[src/pkg/prog_port_pkg.sv]
// Constants shared by the configuration programming port
`default_nettype none

package prog_port_pkg;

  // ----------------------------------------------------------------
  // Image layout
  // ----------------------------------------------------------------
  localparam int WORD_BITS   = 16;
  localparam int IMAGE_BITS  = 192;
  localparam int IMAGE_WORDS = IMAGE_BITS / WORD_BITS;
  localparam int BUF_DEPTH   = 2;
  localparam int CNT_W       = 24;
  localparam logic [WORD_BITS-1:0] WORD_RESET = 16'h0000;

  // ----------------------------------------------------------------
  // Timing, as printed, and derived cycle counts
  // ----------------------------------------------------------------
  localparam real CLK_FREQ_MHZ    = 25.0;
  localparam real SETUP_MIN_MS    = 3.5;
  localparam real SETUP_MAX_MS    = 4.5;
  localparam real ERASE_WAIT_MS   = 4.0;
  localparam real WRITE_CYCLE_MS  = 50.0;

  // Least times round up, longest times round down
  localparam int SETUP_MIN_CYC = int'($ceil(SETUP_MIN_MS * 1000.0 * CLK_FREQ_MHZ));
  localparam int SETUP_MAX_CYC = int'($floor(SETUP_MAX_MS * 1000.0 * CLK_FREQ_MHZ));
  localparam int ERASE_CYC     = int'($floor(ERASE_WAIT_MS * 1000.0 * CLK_FREQ_MHZ));
  localparam int WRITE_CYC     = int'($floor(WRITE_CYCLE_MS * 1000.0 * CLK_FREQ_MHZ));

endpackage : prog_port_pkg

`default_nettype wire

[src/rtl/prog_port.sv]
// Serial programming and one-time verify port of the configuration array
//
// Overview of operation
// - Store complete 192-bit image in nonvolatile array
// - Mode entry clears every array location to zero
// - Sixteen-bit words, device samples data on clocks
// - Verify clocks drive stored bits onto data line
// - No read-back without a complete programming cycle
// - Verify only once, right after programming
`timescale 1ns/1ps
`default_nettype none

module prog_port
  import prog_port_pkg::*;
#(
  parameter int WORD_W    = WORD_BITS,
  parameter int WORDS     = IMAGE_WORDS,
  parameter int SETUP_MIN = SETUP_MIN_CYC,
  parameter int SETUP_MAX = SETUP_MAX_CYC,
  parameter int ERASE     = ERASE_CYC,
  parameter int WRITE     = WRITE_CYC
) (
  // System
  input  wire logic                       clk_sys,
  input  wire logic                       nrst,
  input  wire logic                       clk_en,
  // Programming pins
  input  wire logic                       button_input_two,
  input  wire logic                       data_in,
  output logic                            data_out,
  output logic                            data_oe,
  // Encoder core read port
  input  wire logic [$clog2(WORDS)-1:0]   cfg_addr,
  output logic      [WORD_W-1:0]          cfg_word,
  // Status
  output logic                            prog_active,
  output logic                            verify_active,
  output logic                            image_loaded
);

  localparam int ADDR_W = $clog2(WORDS);
  localparam int IDX_W  = $clog2(WORDS + 1);
  localparam int BIT_W  = $clog2(WORD_W);
  localparam int RD_W   = $clog2(WORDS * WORD_W + 1);

  typedef enum logic [2:0] {st_idle, st_erase, st_load, st_drain, st_verify} port_state_e;

  port_state_e       state;
  port_state_e       next_state;
  logic              btn_s1, btn_s2, btn_d;
  logic              dat_s1, dat_s2, dat_d;
  logic              btn_rise, btn_fall, dat_rise, enter;
  logic [CNT_W-1:0]  hold_cnt;
  logic [CNT_W-1:0]  erase_cnt;
  logic [CNT_W-1:0]  write_cnt;
  logic [WORD_W-1:0] shift;
  logic [BIT_W-1:0]  bit_cnt;
  logic [IDX_W-1:0]  push_cnt;
  logic [IDX_W-1:0]  wr_idx;
  logic [RD_W-1:0]   rd_cnt;
  logic              word_pend;
  logic              in_ready, out_valid, out_ready, out_fire;
  logic [WORD_W-1:0] out_word;
  logic [WORD_W-1:0] mem [WORDS];
  logic              rd_bit;

  // Low-to-high change seen between two sampled copies
  function automatic logic rose(input logic now, input logic prev);
    rose = now && !prev;
  endfunction : rose

  // ----------------------------------------------------------------
  // Pin synchronisers
  // ----------------------------------------------------------------
  // Both pins are asynchronous; clock phases of 50 us span many samples
  always_ff @(posedge clk_sys) begin
    if (!nrst) begin
      btn_s1 <= 1'b0;
      btn_s2 <= 1'b0;
      btn_d  <= 1'b0;
      dat_s1 <= 1'b0;
      dat_s2 <= 1'b0;
      dat_d  <= 1'b0;
    end else if (clk_en) begin
      btn_s1 <= button_input_two;
      btn_s2 <= btn_s1;
      btn_d  <= btn_s2;
      dat_s1 <= data_in;
      dat_s2 <= dat_s1;
      dat_d  <= dat_s2;
    end
  end

  assign btn_rise = rose(btn_s2, btn_d);
  assign btn_fall = rose(btn_d, btn_s2);
  assign dat_rise = rose(dat_s2, dat_d);

  // ----------------------------------------------------------------
  // Mode entry and sequencing
  // ----------------------------------------------------------------
  // Button high time, saturating just past the window
  always_ff @(posedge clk_sys) begin
    if (!nrst) hold_cnt <= '0;
    else if (clk_en) begin
      if (!btn_s2) hold_cnt <= '0;
      else if (hold_cnt <= CNT_W'(SETUP_MAX)) hold_cnt <= CNT_W'(hold_cnt + 1'b1);
    end
  end

  // Data rising only counts after a setup hold inside the window
  assign enter = (state == st_idle) && dat_rise &&
                 (hold_cnt >= CNT_W'(SETUP_MIN)) && (hold_cnt <= CNT_W'(SETUP_MAX));

  // Next state
  always_comb begin
    next_state = state;
    case (state)
      st_idle:   if (enter) next_state = st_erase;
      st_erase:  if (erase_cnt == CNT_W'(ERASE - 1)) next_state = st_load;
      st_load:   if (push_cnt == IDX_W'(WORDS) && !word_pend) next_state = st_drain;
      st_drain:  if (!out_valid && write_cnt == '0) next_state = st_verify;
      st_verify: if (btn_fall && rd_cnt == RD_W'(WORDS * WORD_W)) next_state = st_idle;
      default:   next_state = st_idle;
    endcase
  end

  // State and registered status flags
  always_ff @(posedge clk_sys) begin
    if (!nrst) begin
      state         <= st_idle;
      prog_active   <= 1'b0;
      verify_active <= 1'b0;
    end else if (clk_en) begin
      state         <= next_state;
      prog_active   <= (next_state != st_idle);
      verify_active <= (next_state == st_verify);
    end
  end

  // Bulk write time; clocks arriving meanwhile are ignored
  always_ff @(posedge clk_sys) begin
    if (!nrst) erase_cnt <= '0;
    else if (clk_en) begin
      if (state == st_erase) erase_cnt <= CNT_W'(erase_cnt + 1'b1);
      else erase_cnt <= '0;
    end
  end

  // ----------------------------------------------------------------
  // Serial word loader
  // ----------------------------------------------------------------
  // Least significant bit first; a finished word waits for buffer room
  always_ff @(posedge clk_sys) begin
    if (!nrst) begin
      shift     <= WORD_RESET;
      bit_cnt   <= '0;
      push_cnt  <= '0;
      word_pend <= 1'b0;
    end else if (clk_en) begin
      if (enter) begin
        bit_cnt   <= '0;
        push_cnt  <= '0;
        word_pend <= 1'b0;
      end else begin
        if (word_pend && in_ready) word_pend <= 1'b0;
        if (state == st_load && btn_rise && !word_pend && push_cnt != IDX_W'(WORDS)) begin
          shift   <= {dat_s2, shift[WORD_W-1:1]};
          bit_cnt <= BIT_W'(bit_cnt + 1'b1);
          if (bit_cnt == BIT_W'(WORD_W - 1)) begin
            word_pend <= 1'b1;
            push_cnt  <= IDX_W'(push_cnt + 1'b1);
          end
        end
      end
    end
  end

  word_buffer #(
    .WIDTH (WORD_W),
    .DEPTH (BUF_DEPTH)
  ) u_buffer (
    .clk_sys   (clk_sys),
    .nrst      (nrst),
    .clk_en    (clk_en),
    .in_valid  (word_pend),
    .in_ready  (in_ready),
    .in_word   (shift),
    .out_valid (out_valid),
    .out_ready (out_ready),
    .out_word  (out_word)
  );

  // ----------------------------------------------------------------
  // Array writer
  // ----------------------------------------------------------------
  // One word per write cycle; a busy writer stalls the buffer
  assign out_ready = (state == st_load || state == st_drain) && (write_cnt == '0);
  assign out_fire  = out_valid && out_ready && clk_en;

  always_ff @(posedge clk_sys) begin
    if (!nrst) write_cnt <= '0;
    else if (clk_en) begin
      if (out_fire) write_cnt <= CNT_W'(WRITE - 1);
      else if (write_cnt != '0) write_cnt <= CNT_W'(write_cnt - 1'b1);
    end
  end

  // Array contents survive reset, as nonvolatile cells would
  always_ff @(posedge clk_sys) begin
    if (clk_en) begin
      if (enter) begin
        for (int i = 0; i < WORDS; i++) mem[i] <= WORD_RESET;
      end else if (out_fire) begin
        mem[ADDR_W'(wr_idx)] <= out_word;
      end
    end
  end

  // Write index and completed-image flag
  always_ff @(posedge clk_sys) begin
    if (!nrst) begin
      wr_idx       <= '0;
      image_loaded <= 1'b0;
    end else if (clk_en) begin
      if (enter) begin
        wr_idx       <= '0;
        image_loaded <= 1'b0;
      end else if (out_fire) begin
        wr_idx       <= IDX_W'(wr_idx + 1'b1);
        image_loaded <= (wr_idx == IDX_W'(WORDS - 1));
      end
    end
  end

  // Registered read port toward the encoder core
  always_ff @(posedge clk_sys) begin
    if (!nrst) cfg_word <= WORD_RESET;
    else if (clk_en) cfg_word <= (cfg_addr < ADDR_W'(WORDS)) ? mem[cfg_addr] : WORD_RESET;
  end

  // ----------------------------------------------------------------
  // One-time verify
  // ----------------------------------------------------------------
  assign rd_bit = (rd_cnt < RD_W'(WORDS * WORD_W)) ?
                  mem[ADDR_W'(rd_cnt / RD_W'(WORD_W))][BIT_W'(rd_cnt % RD_W'(WORD_W))] : 1'b0;

  // The line is driven only inside the verify state, never otherwise
  always_ff @(posedge clk_sys) begin
    if (!nrst) begin
      rd_cnt   <= '0;
      data_out <= 1'b0;
      data_oe  <= 1'b0;
    end else if (clk_en) begin
      if (next_state != st_verify) begin
        rd_cnt   <= '0;
        data_out <= 1'b0;
        data_oe  <= 1'b0;
      end else if (state == st_verify && btn_rise && rd_cnt != RD_W'(WORDS * WORD_W)) begin
        rd_cnt   <= RD_W'(rd_cnt + 1'b1);
        data_out <= rd_bit;
        data_oe  <= 1'b1;
      end
    end
  end

  // ----------------------------------------------------------------
  // Assertions
  // ----------------------------------------------------------------
  logic [1:0]        verify_entries;
  logic [WORD_W-1:0] mem_or;

  // Entries into verify since the last erase
  always_ff @(posedge clk_sys) begin
    if (!nrst || state == st_erase) verify_entries <= '0;
    else if (clk_en && state != st_verify && next_state == st_verify && verify_entries != 2'h3)
      verify_entries <= 2'(verify_entries + 1'b1);
  end

  always_comb begin
    mem_or = '0;
    for (int i = 0; i < WORDS; i++) mem_or = mem_or | mem[i];
  end
endmodule : prog_port

`default_nettype wire

[src/rtl/word_buffer.sv]
// Small valid/ready word buffer between serial loader and array writer
`timescale 1ns/1ps
`default_nettype none

module word_buffer #(
  parameter int WIDTH = 16,
  parameter int DEPTH = 2
) (
  // System
  input  wire logic             clk_sys,
  input  wire logic             nrst,
  input  wire logic             clk_en,
  // Filling side
  input  wire logic             in_valid,
  output logic                  in_ready,
  input  wire logic [WIDTH-1:0] in_word,
  // Draining side
  output logic                  out_valid,
  input  wire logic             out_ready,
  output logic      [WIDTH-1:0] out_word
);

  localparam int PTR_W = (DEPTH > 1) ? $clog2(DEPTH) : 1;
  localparam int CNT_W = $clog2(DEPTH + 1);

  logic [WIDTH-1:0] slot [DEPTH];
  logic [PTR_W-1:0] wptr;
  logic [PTR_W-1:0] rptr;
  logic [CNT_W-1:0] fill;
  logic             push;
  logic             pop;

  // Wrap a pointer at the buffer depth
  function automatic logic [PTR_W-1:0] advance(input logic [PTR_W-1:0] p);
    advance = (p == PTR_W'(DEPTH - 1)) ? '0 : PTR_W'(p + 1'b1);
  endfunction : advance

  // Full and empty come from the fill count only
  assign in_ready  = (fill != CNT_W'(DEPTH));
  assign out_valid = (fill != '0);
  assign out_word  = slot[rptr];
  assign push      = in_valid && in_ready && clk_en;
  assign pop       = out_valid && out_ready && clk_en;

  // Pointers and fill level
  always_ff @(posedge clk_sys) begin
    if (!nrst) begin
      wptr <= '0;
      rptr <= '0;
      fill <= '0;
    end else begin
      if (push) wptr <= advance(wptr);
      if (pop) rptr <= advance(rptr);
      if (push && !pop) fill <= CNT_W'(fill + 1'b1);
      else if (pop && !push) fill <= CNT_W'(fill - 1'b1);
    end
  end

  // Storage needs no reset; reads are gated by out_valid
  always_ff @(posedge clk_sys) begin
    if (push) slot[wptr] <= in_word;
  end

endmodule : word_buffer

`default_nettype wire

[config.mk]
export PLATFORM = sky130hd
export DESIGN_NAME = prog_port
export DESIGN_NICKNAME = d
export VERILOG_FILES = /design/src/pkg/prog_port_pkg.sv /design/src/rtl/prog_port.sv /design/src/rtl/word_buffer.sv
export SDC_FILE = /design/constraint.sdc
export NUM_CORES = 1
export LEC_CHECK = 0
export ABC_AREA = 1
export BUFFER_PORTS_ARGS = -buffer_cell sky130_fd_sc_hd__buf_2
export CELL_PAD_IN_SITES_DETAIL_PLACEMENT = 1
export CELL_PAD_IN_SITES_GLOBAL_PLACEMENT = 1
export CORE_MARGIN = 2
export CORE_UTILIZATION = 45
export CTS_BUF_LIST = sky130_fd_sc_hd__clkbuf_2
export DETAILED_ROUTE_END_ITERATION = 8
export PLACE_DENSITY_LB_ADDON = 0.1
export REMOVE_ABC_BUFFERS = 1
export SLEW_MARGIN = 30
export SYNTH_ARGS = -nofsm -noshare
export SYNTH_HDL_FRONTEND = slang
export SYNTH_SLANG_ARGS = --single-unit
[constraint.sdc]
create_clock -name clk_sys -period 3.8 [get_ports clk_sys]
set_input_delay 0.38 -clock clk_sys [delete_from_list [all_inputs] [get_ports clk_sys]]
set_output_delay 0.38 -clock clk_sys [all_outputs]
set_load 0.005 [all_outputs]
# --- After elaboration in Yosys (flattened, before gate mapping) ---
# Memories as Yosys holds them, arrays and structs flattened. A register that Yosys moved wholly into a read port is not among the register bits.
# Cells that the tools add are included.
word_totals:
  register_bits: 143
  latchBits: 0
  ram_bits: 224
  rom_bits: 0
  mem_count: 2
classes:
  addsub: 11
  multipliers: 0
  n_div: 0
  n_lt_le_gt_ge: 5
  n_eq_ne: 15
  shift: 0
  n_mux: 54
  bitwise_logic: 1
  reduce_logical: 48
memory_table:
  columns: ["memory", "depth", "width", "read_ports", "rd_ports_with_merged_regs", "wr", "line", "text"]
  rows:
  - ["mem", 12, 16, 2, 1, 12, "prog_port.sv:64", "logic [WORD_W-1:0] mem [WORDS];"]
  - ["u_buffer.slot", 2, 16, 1, 1, 1, "word_buffer.sv:26", "logic [WIDTH-1:0] slot [DEPTH];"]
ops:
  columns: ["cell", "n"]
  rows:
  - ["$mux W24", 5]
  - ["$add A24 B1 Y24 const B", 2]
  - ["$mux W4", 10]
  - ["$mux W16", 2]
  - ["$mux W1", 26]
  - ["$eq A24 B17 Y1 const B", 1]
  - ["$ge A24 B17 Y1 const B", 1]
  - ["$le A24 B17 Y1 const B", 1]
  - ["$logic_not A24 Y1", 1]
  - ["$reduce_bool A24 Y1", 1]
  - ["$sub A24 B1 Y24 const B", 1]
  - ["$logic_and A1 B1 Y1", 21]
  - ["$mux W8", 2]
  - ["$reduce_or A16 Y1", 1]
  - ["$mux W3", 5]
  - ["$pmux W3 S5", 1]
  - ["$reduce_bool A2 Y1", 7]
  - ["$add A4 B1 Y4 const B", 3]
  - ["$eq A4 B4 Y1 const B", 3]
  - ["$reduce_and A2 Y1", 5]
  - ["$add A8 B1 Y8 const B", 1]
  - ["$eq A8 B8 Y1 const B", 1]
  - ["$lt A8 B8 Y1 const B", 1]
  - ["$ne A8 B8 Y1 const B", 1]
  - ["other kinds (20)", 31]

# --- Logic depth before layout (Yosys ltp) ---
logic_depth:
  word_depth: 12
  mapped_depth: 15
  mapped_depth_nobuf: 14

# --- Modules after synthesis ---
# Synthesis repeated with hierarchy kept, for this count alone.
hier_totals:
  hier_cells: 2506
  area_unflattened_um2: 21508.1
by_module_without_submodules:
  columns: ["module", "instances", "cells_per_inst", "area_per_inst_um2", "seq_area_each_um2"]
  rows:
  - ["prog_port", 1, 2419, 20051.7, 10550.1]
  - ["word_buffer", 1, 87, 1456.4, 1061.0]

# --- Least setup slack after synthesis ---
# No wires, ideal clock.
synth_path:
  path_type: "register to register"
  startpoint: "register write_cnt[0]"
  endpoint: "memory mem[15][0] (netlist name), enable pin"
  t_arrival_ps: 2467
  required_time_ps: 3391
  path_slack_ps: 923
  path_stages_with_launch: 10
  synth_period_minus_slack_ps: 2877
  cell_sequence: "dfxtp_1 inv_1 ha_1 inv_1 nor3_1 nand4_2 nor3_4 nand2_2 buf_6 nor3_1"
synth_rtl:
  columns: ["item", "line", "text"]
  rows:
  - ["start, declared", "prog_port.sv:55", "logic [CNT_W-1:0] write_cnt;"]
  - ["start signal, assigned", "prog_port.sv:203", "if (out_fire) write_cnt <= CNT_W'(WRITE - 1);"]
  - ["start signal, assigned", "prog_port.sv:204", "else if (write_cnt != '0) write_cnt <= CNT_W'(write_cnt - 1'b1);"]
  - ["end, declared", "prog_port.sv:64", null]

==> reports/results.md <==
## Die
- **Cell Rows** 79
- **area of the die** 0.0488 mm2
- **placeable core region** 0.0466 mm2
- **starting density of the core** 0.455
- **Die Span X** 221 um
- **vertical die dimension** 221 um
- **top-level port count** 30

## Setup path
- **data arrival time of the worst path** 3780 ps
- **Setup crit end kind** flop
- **maximum fanout along the worst path** 17
- **reg2reg setup slack** 760 ps
- **class of the most critical setup path** flop to flop
- **cells traversed along the worst timing path** inv_1 -> ha_1 -> inv_1 -> nor3_1 -> nand4_2 -> nor3_4 -> nand2_2 -> buf_4 -> nor2_8 -> nand2_4 -> nand2_1
- **reg2reg end** mem[7][0]$_SDFFCE_PN0P_
- **CP peak stage delay** 670 ps
- **kind of launch point of the worst setup path** flop
- **kind of cell adding the most delay to the critical path** simple AND/OR/NAND/NOR gates
- **WP buf/inv** 3
- **cell with the largest stage delay on the worst path** nand2_1
- **Crit path top cell by count** inv_1
- **required time of the critical path** 4550 ps
- **r2r startpoint** write_cnt[0]$_SDFFE_PN0P_
- **depth of the worst register-to-register path** 11

## Routing
- **antenna-violating nets left** 0
- **post-DR vias/cell** 5.70
- **DRC violation total after the first TritonRoute iteration** 1,291
- **Total Wirelength** 68,800 um
- **drt drc** 0
- **first-pass detailed-route iteration total** 6
- **detailed-route wire length per cell** 20.8 um
- **vias post-DR** 18.8k

## Layout
- **post-layout instance count excluding filler cells** 3,300
- **share of layout cells above drive strength 1** 0.122
- **post-route core utilization** 0.497
- **nets@finish** 2,616
- **Area growth, synth to finish** 9.18%

## Synthesis
- **warnings from Yosys** 0
- **synthesized-area fraction occupied by ao, oa, aoi and oai cells** 0.0929
- **share of flip-flops with an asynchronous set or reset after synthesis** 0
- **flops & latches, synth** 436
- **cells after synthesis** 2,532
- **prevailing post-synth register cell** edfxtp_1
- **syn_area_per_cell** 8.37 um2
- **share of cell area taken by muxes after synthesis** 0
- **number of flops mapped to enable cells by yosys** 288
- **largest cells by area after synthesis** edfxtp_1 41%, dfxtp_1 14%, nand2_1 8.8%
- **Synth Area in Simple Gates** 0.279
- **largest area contributor in the netlist** edfxtp_1
- **Adder-Cell Fraction of Synth Area** 0.00886
- **top cell type's share of synthesized area** 0.408
- **count of cell types in the netlist** 45
- **register area share after synthesis** 0.548
- **post-synthesis xor/xnor area fraction** 0.0103
- **post-synthesis instance area** 0.0212 mm2
- **dominant combinational cell family by area after synthesis** simple AND/OR/NAND/NOR gates

## Clock network
- **CTS tree** done
- **hold buffer count at cts** 16
- **CTS buffer count** 117
- **Worst-path clk slew** 100 ps
- **Max Root-Sink Buffers** 3
- **post-CTS setup repair buffer count** 0
- **post-cts repair resize count** 0
- **TritonCTS sink count** 436
- **clock insertion delay at the later pin of the skew report** 1140 ps
- **H-tree Lvls** 3
- **CTS Root Buffer Type** clkbuf_2

## Placed design
- **dpl cells** 3,064
- **Final HPWL DP** 45,800 um
- **global placement routability congestion** 0.834
- **count of input and output buffers** 29

## Global route
- **Global Route Usage Sum** 0.280
- **maximum number of pins on one net before global-route repair** 129
- **grt ovf** 0
- **initial antenna violation count** 1
- **first-pass GRT wire length** 108,000 um
- **number of global-route vias before repair** 19.7k

## Power
- **leakage power of the design** 0.00916 uW
- **worst voltage drop across the vdd grid** 0.000311 V
- **pwr/cell area** 438 mW/mm2

## Outcome
- **result of the run** finished clean

## Min path
- **terminating pin of the worst hold path** cfg_word[7]$_SDFFE_PN0P_
- **path class of the lowest-slack min-delay path** input pin to flop
- **startpoint of the lowest-slack hold path** cfg_addr[2]
- **number of stages on the worst hold path** 4

## Timing
- **highest attainable clock frequency** 329 MHz
- **final setup violation count** 0
- **Clock Skews** 76.4 ps
- **Slew HR** 0.342
- **unrepaired setup endpoints after global routing** no
- **Final Critical Period** 3040 ps
- **Max Slew Vio Count** 0
- **fraction of the cycle the final worst path needs** 0.799
- **number of hold violations in the final report** 0
- **slew at the pin closest to its max-slew limit** 986 ps

## Run
- **number of max-cap violations** 0

==> cell type report <==
| class | instances | area [um2] |
|---|---|---|
| clock inverters | 39 | 211 |
| repair buffers | 98 | 741 |
| well taps | 607 | 759 |
| flip-flops and latches | 436 | 11600 |
| diodes | 1 | 2.50 |
| inverters | 161 | 608 |
| multi-input cells | 1778 | 8300 |
| fillers | 5745 | 23400 |
| clock buffers | 180 | 901 |
==> synth_stat cells (2+ instances only) <==
library cell and instances:
a21o_1 2, a21oi_1 85, a31oi_1 17, and3_1 2, buf_1 17, buf_2 48
buf_4 3, buf_6 4, clkbuf_1 85, clkinv_1 3, dfxtp_1 148, edfxtp_1 288
ha_1 15, inv_1 148, inv_2 10, nand2_1 498, nand2_2 15, nand2_4 3
nand3_1 320, nand3_2 2, nand3b_1 2, nand4_1 20, nor2_1 447, nor2_2 7
nor3_1 44, nor3_2 3, nor4_1 13, o211ai_1 2, o21a_1 5, o21ai_0 177
o21ai_1 11, o21ai_2 2, o221ai_1 32, o22ai_1 16, o31ai_1 2, or2_2 4
xnor2_1 3, xor2_1 22
==> placed cells by master, fill, tap and decap left out, types with 3 or more instances in the layout <==
master         Yosys  routed
buf_12             0       3
nand3_1          320     320
dlygate4sd3_1      0      16
a21oi_1           85      85
a31oi_1           17      17
xor2_1            22      22
nor4_1            13      13
o21ai_0          177     162
nor3_2             3       4
inv_2             10      13
clkinv_1           3      31
nand4_1           20      20
xnor2_1            3       3
clkinv_2           0       5
o221ai_1          32      32
nor2_1           447     447
o22ai_1           16      16
clkbuf_2           0     180
inv_1            148     146
edfxtp_1         288     288
or2_2              4       4
nor3_1            44      43
buf_4              3      50
nand2_4            3       3
nand2_1          498     498
ha_1              15      15
dfxtp_1          148     146
buf_2             48      29
nor2_2             7       7
o21a_1             5       5
o21ai_2            2       4
o21ai_1           11      24
nand2_2           15      15
==> power by group <==
part	internal, uW	switching [uW]
clock network	1400	2050
registers	5110	133
logic	469	961
total	6980	3150
==> worst max path at each step <==
stage	start	to	cells after the start
3_5_place_dp	write_cnt[0]$_SDFFE_PN0P_	mem[7][5]$_SDFFCE_PN0P_	11
4_1_cts	hold_cnt[0]$_SDFFE_PN0P_	mem[10][4]$_SDFFCE_PN0P_	10
3_3_place_gp	write_cnt[0]$_SDFFE_PN0P_	mem[7][1]$_SDFFCE_PN0P_	11
5_1_grt	hold_cnt[0]$_SDFFE_PN0P_	mem[8][8]$_SDFFCE_PN0P_	10
2_1_floorplan	flop	data_out$_SDFFE_PN0P_	13
6_report	write_cnt[0]$_SDFFE_PN0P_	mem[7][0]$_SDFFCE_PN0P_	11
==> worst min-delay path: cells and delay by family <==
kind	cells	cell delay (ps)
compound gates	1	70
buf+inv	2	780
simple gates	1	140
==> cell families after synthesis <==
logic type / after synthesis
flops: 436
fa+ha+maj: 15
compound gates: 353
simple gates: 1385
xor+xnor: 25
buf+inv: 318
==> layer usage <==
metal	part of all wire	track usage	vias up
li1	-	-	8754
met1	0.42	0.344	9400
met2	0.50	0.489	515
met3	0.045	0.0389	146
met4	0.037	0.128	0
met5	0	0	-
==> stage by stage <==
stage,hold WS (ps),total power [uW],area (um2),setup TNS [ps],setup WS [ps]
after floorplan,419,6310,20500,-2040,-2040
after global placement,430,6710,21900,0,882
after detailed placement,438,6760,21900,0,788
after CTS,175,10200,23100,0,769
after global routing,275,10700,23100,0,543
final,279,10100,23100,0,764
==> registers in the layout (all words and copies together) (netlist names), 8 cells and up, named ones only <==
register and flops:
mem 256, u_buffer.slot 32, erase_cnt 24, hold_cnt 24, write_cnt 24, cfg_word 16, shift 16, rd_cnt 8
(Power assumes the default switching activity.)
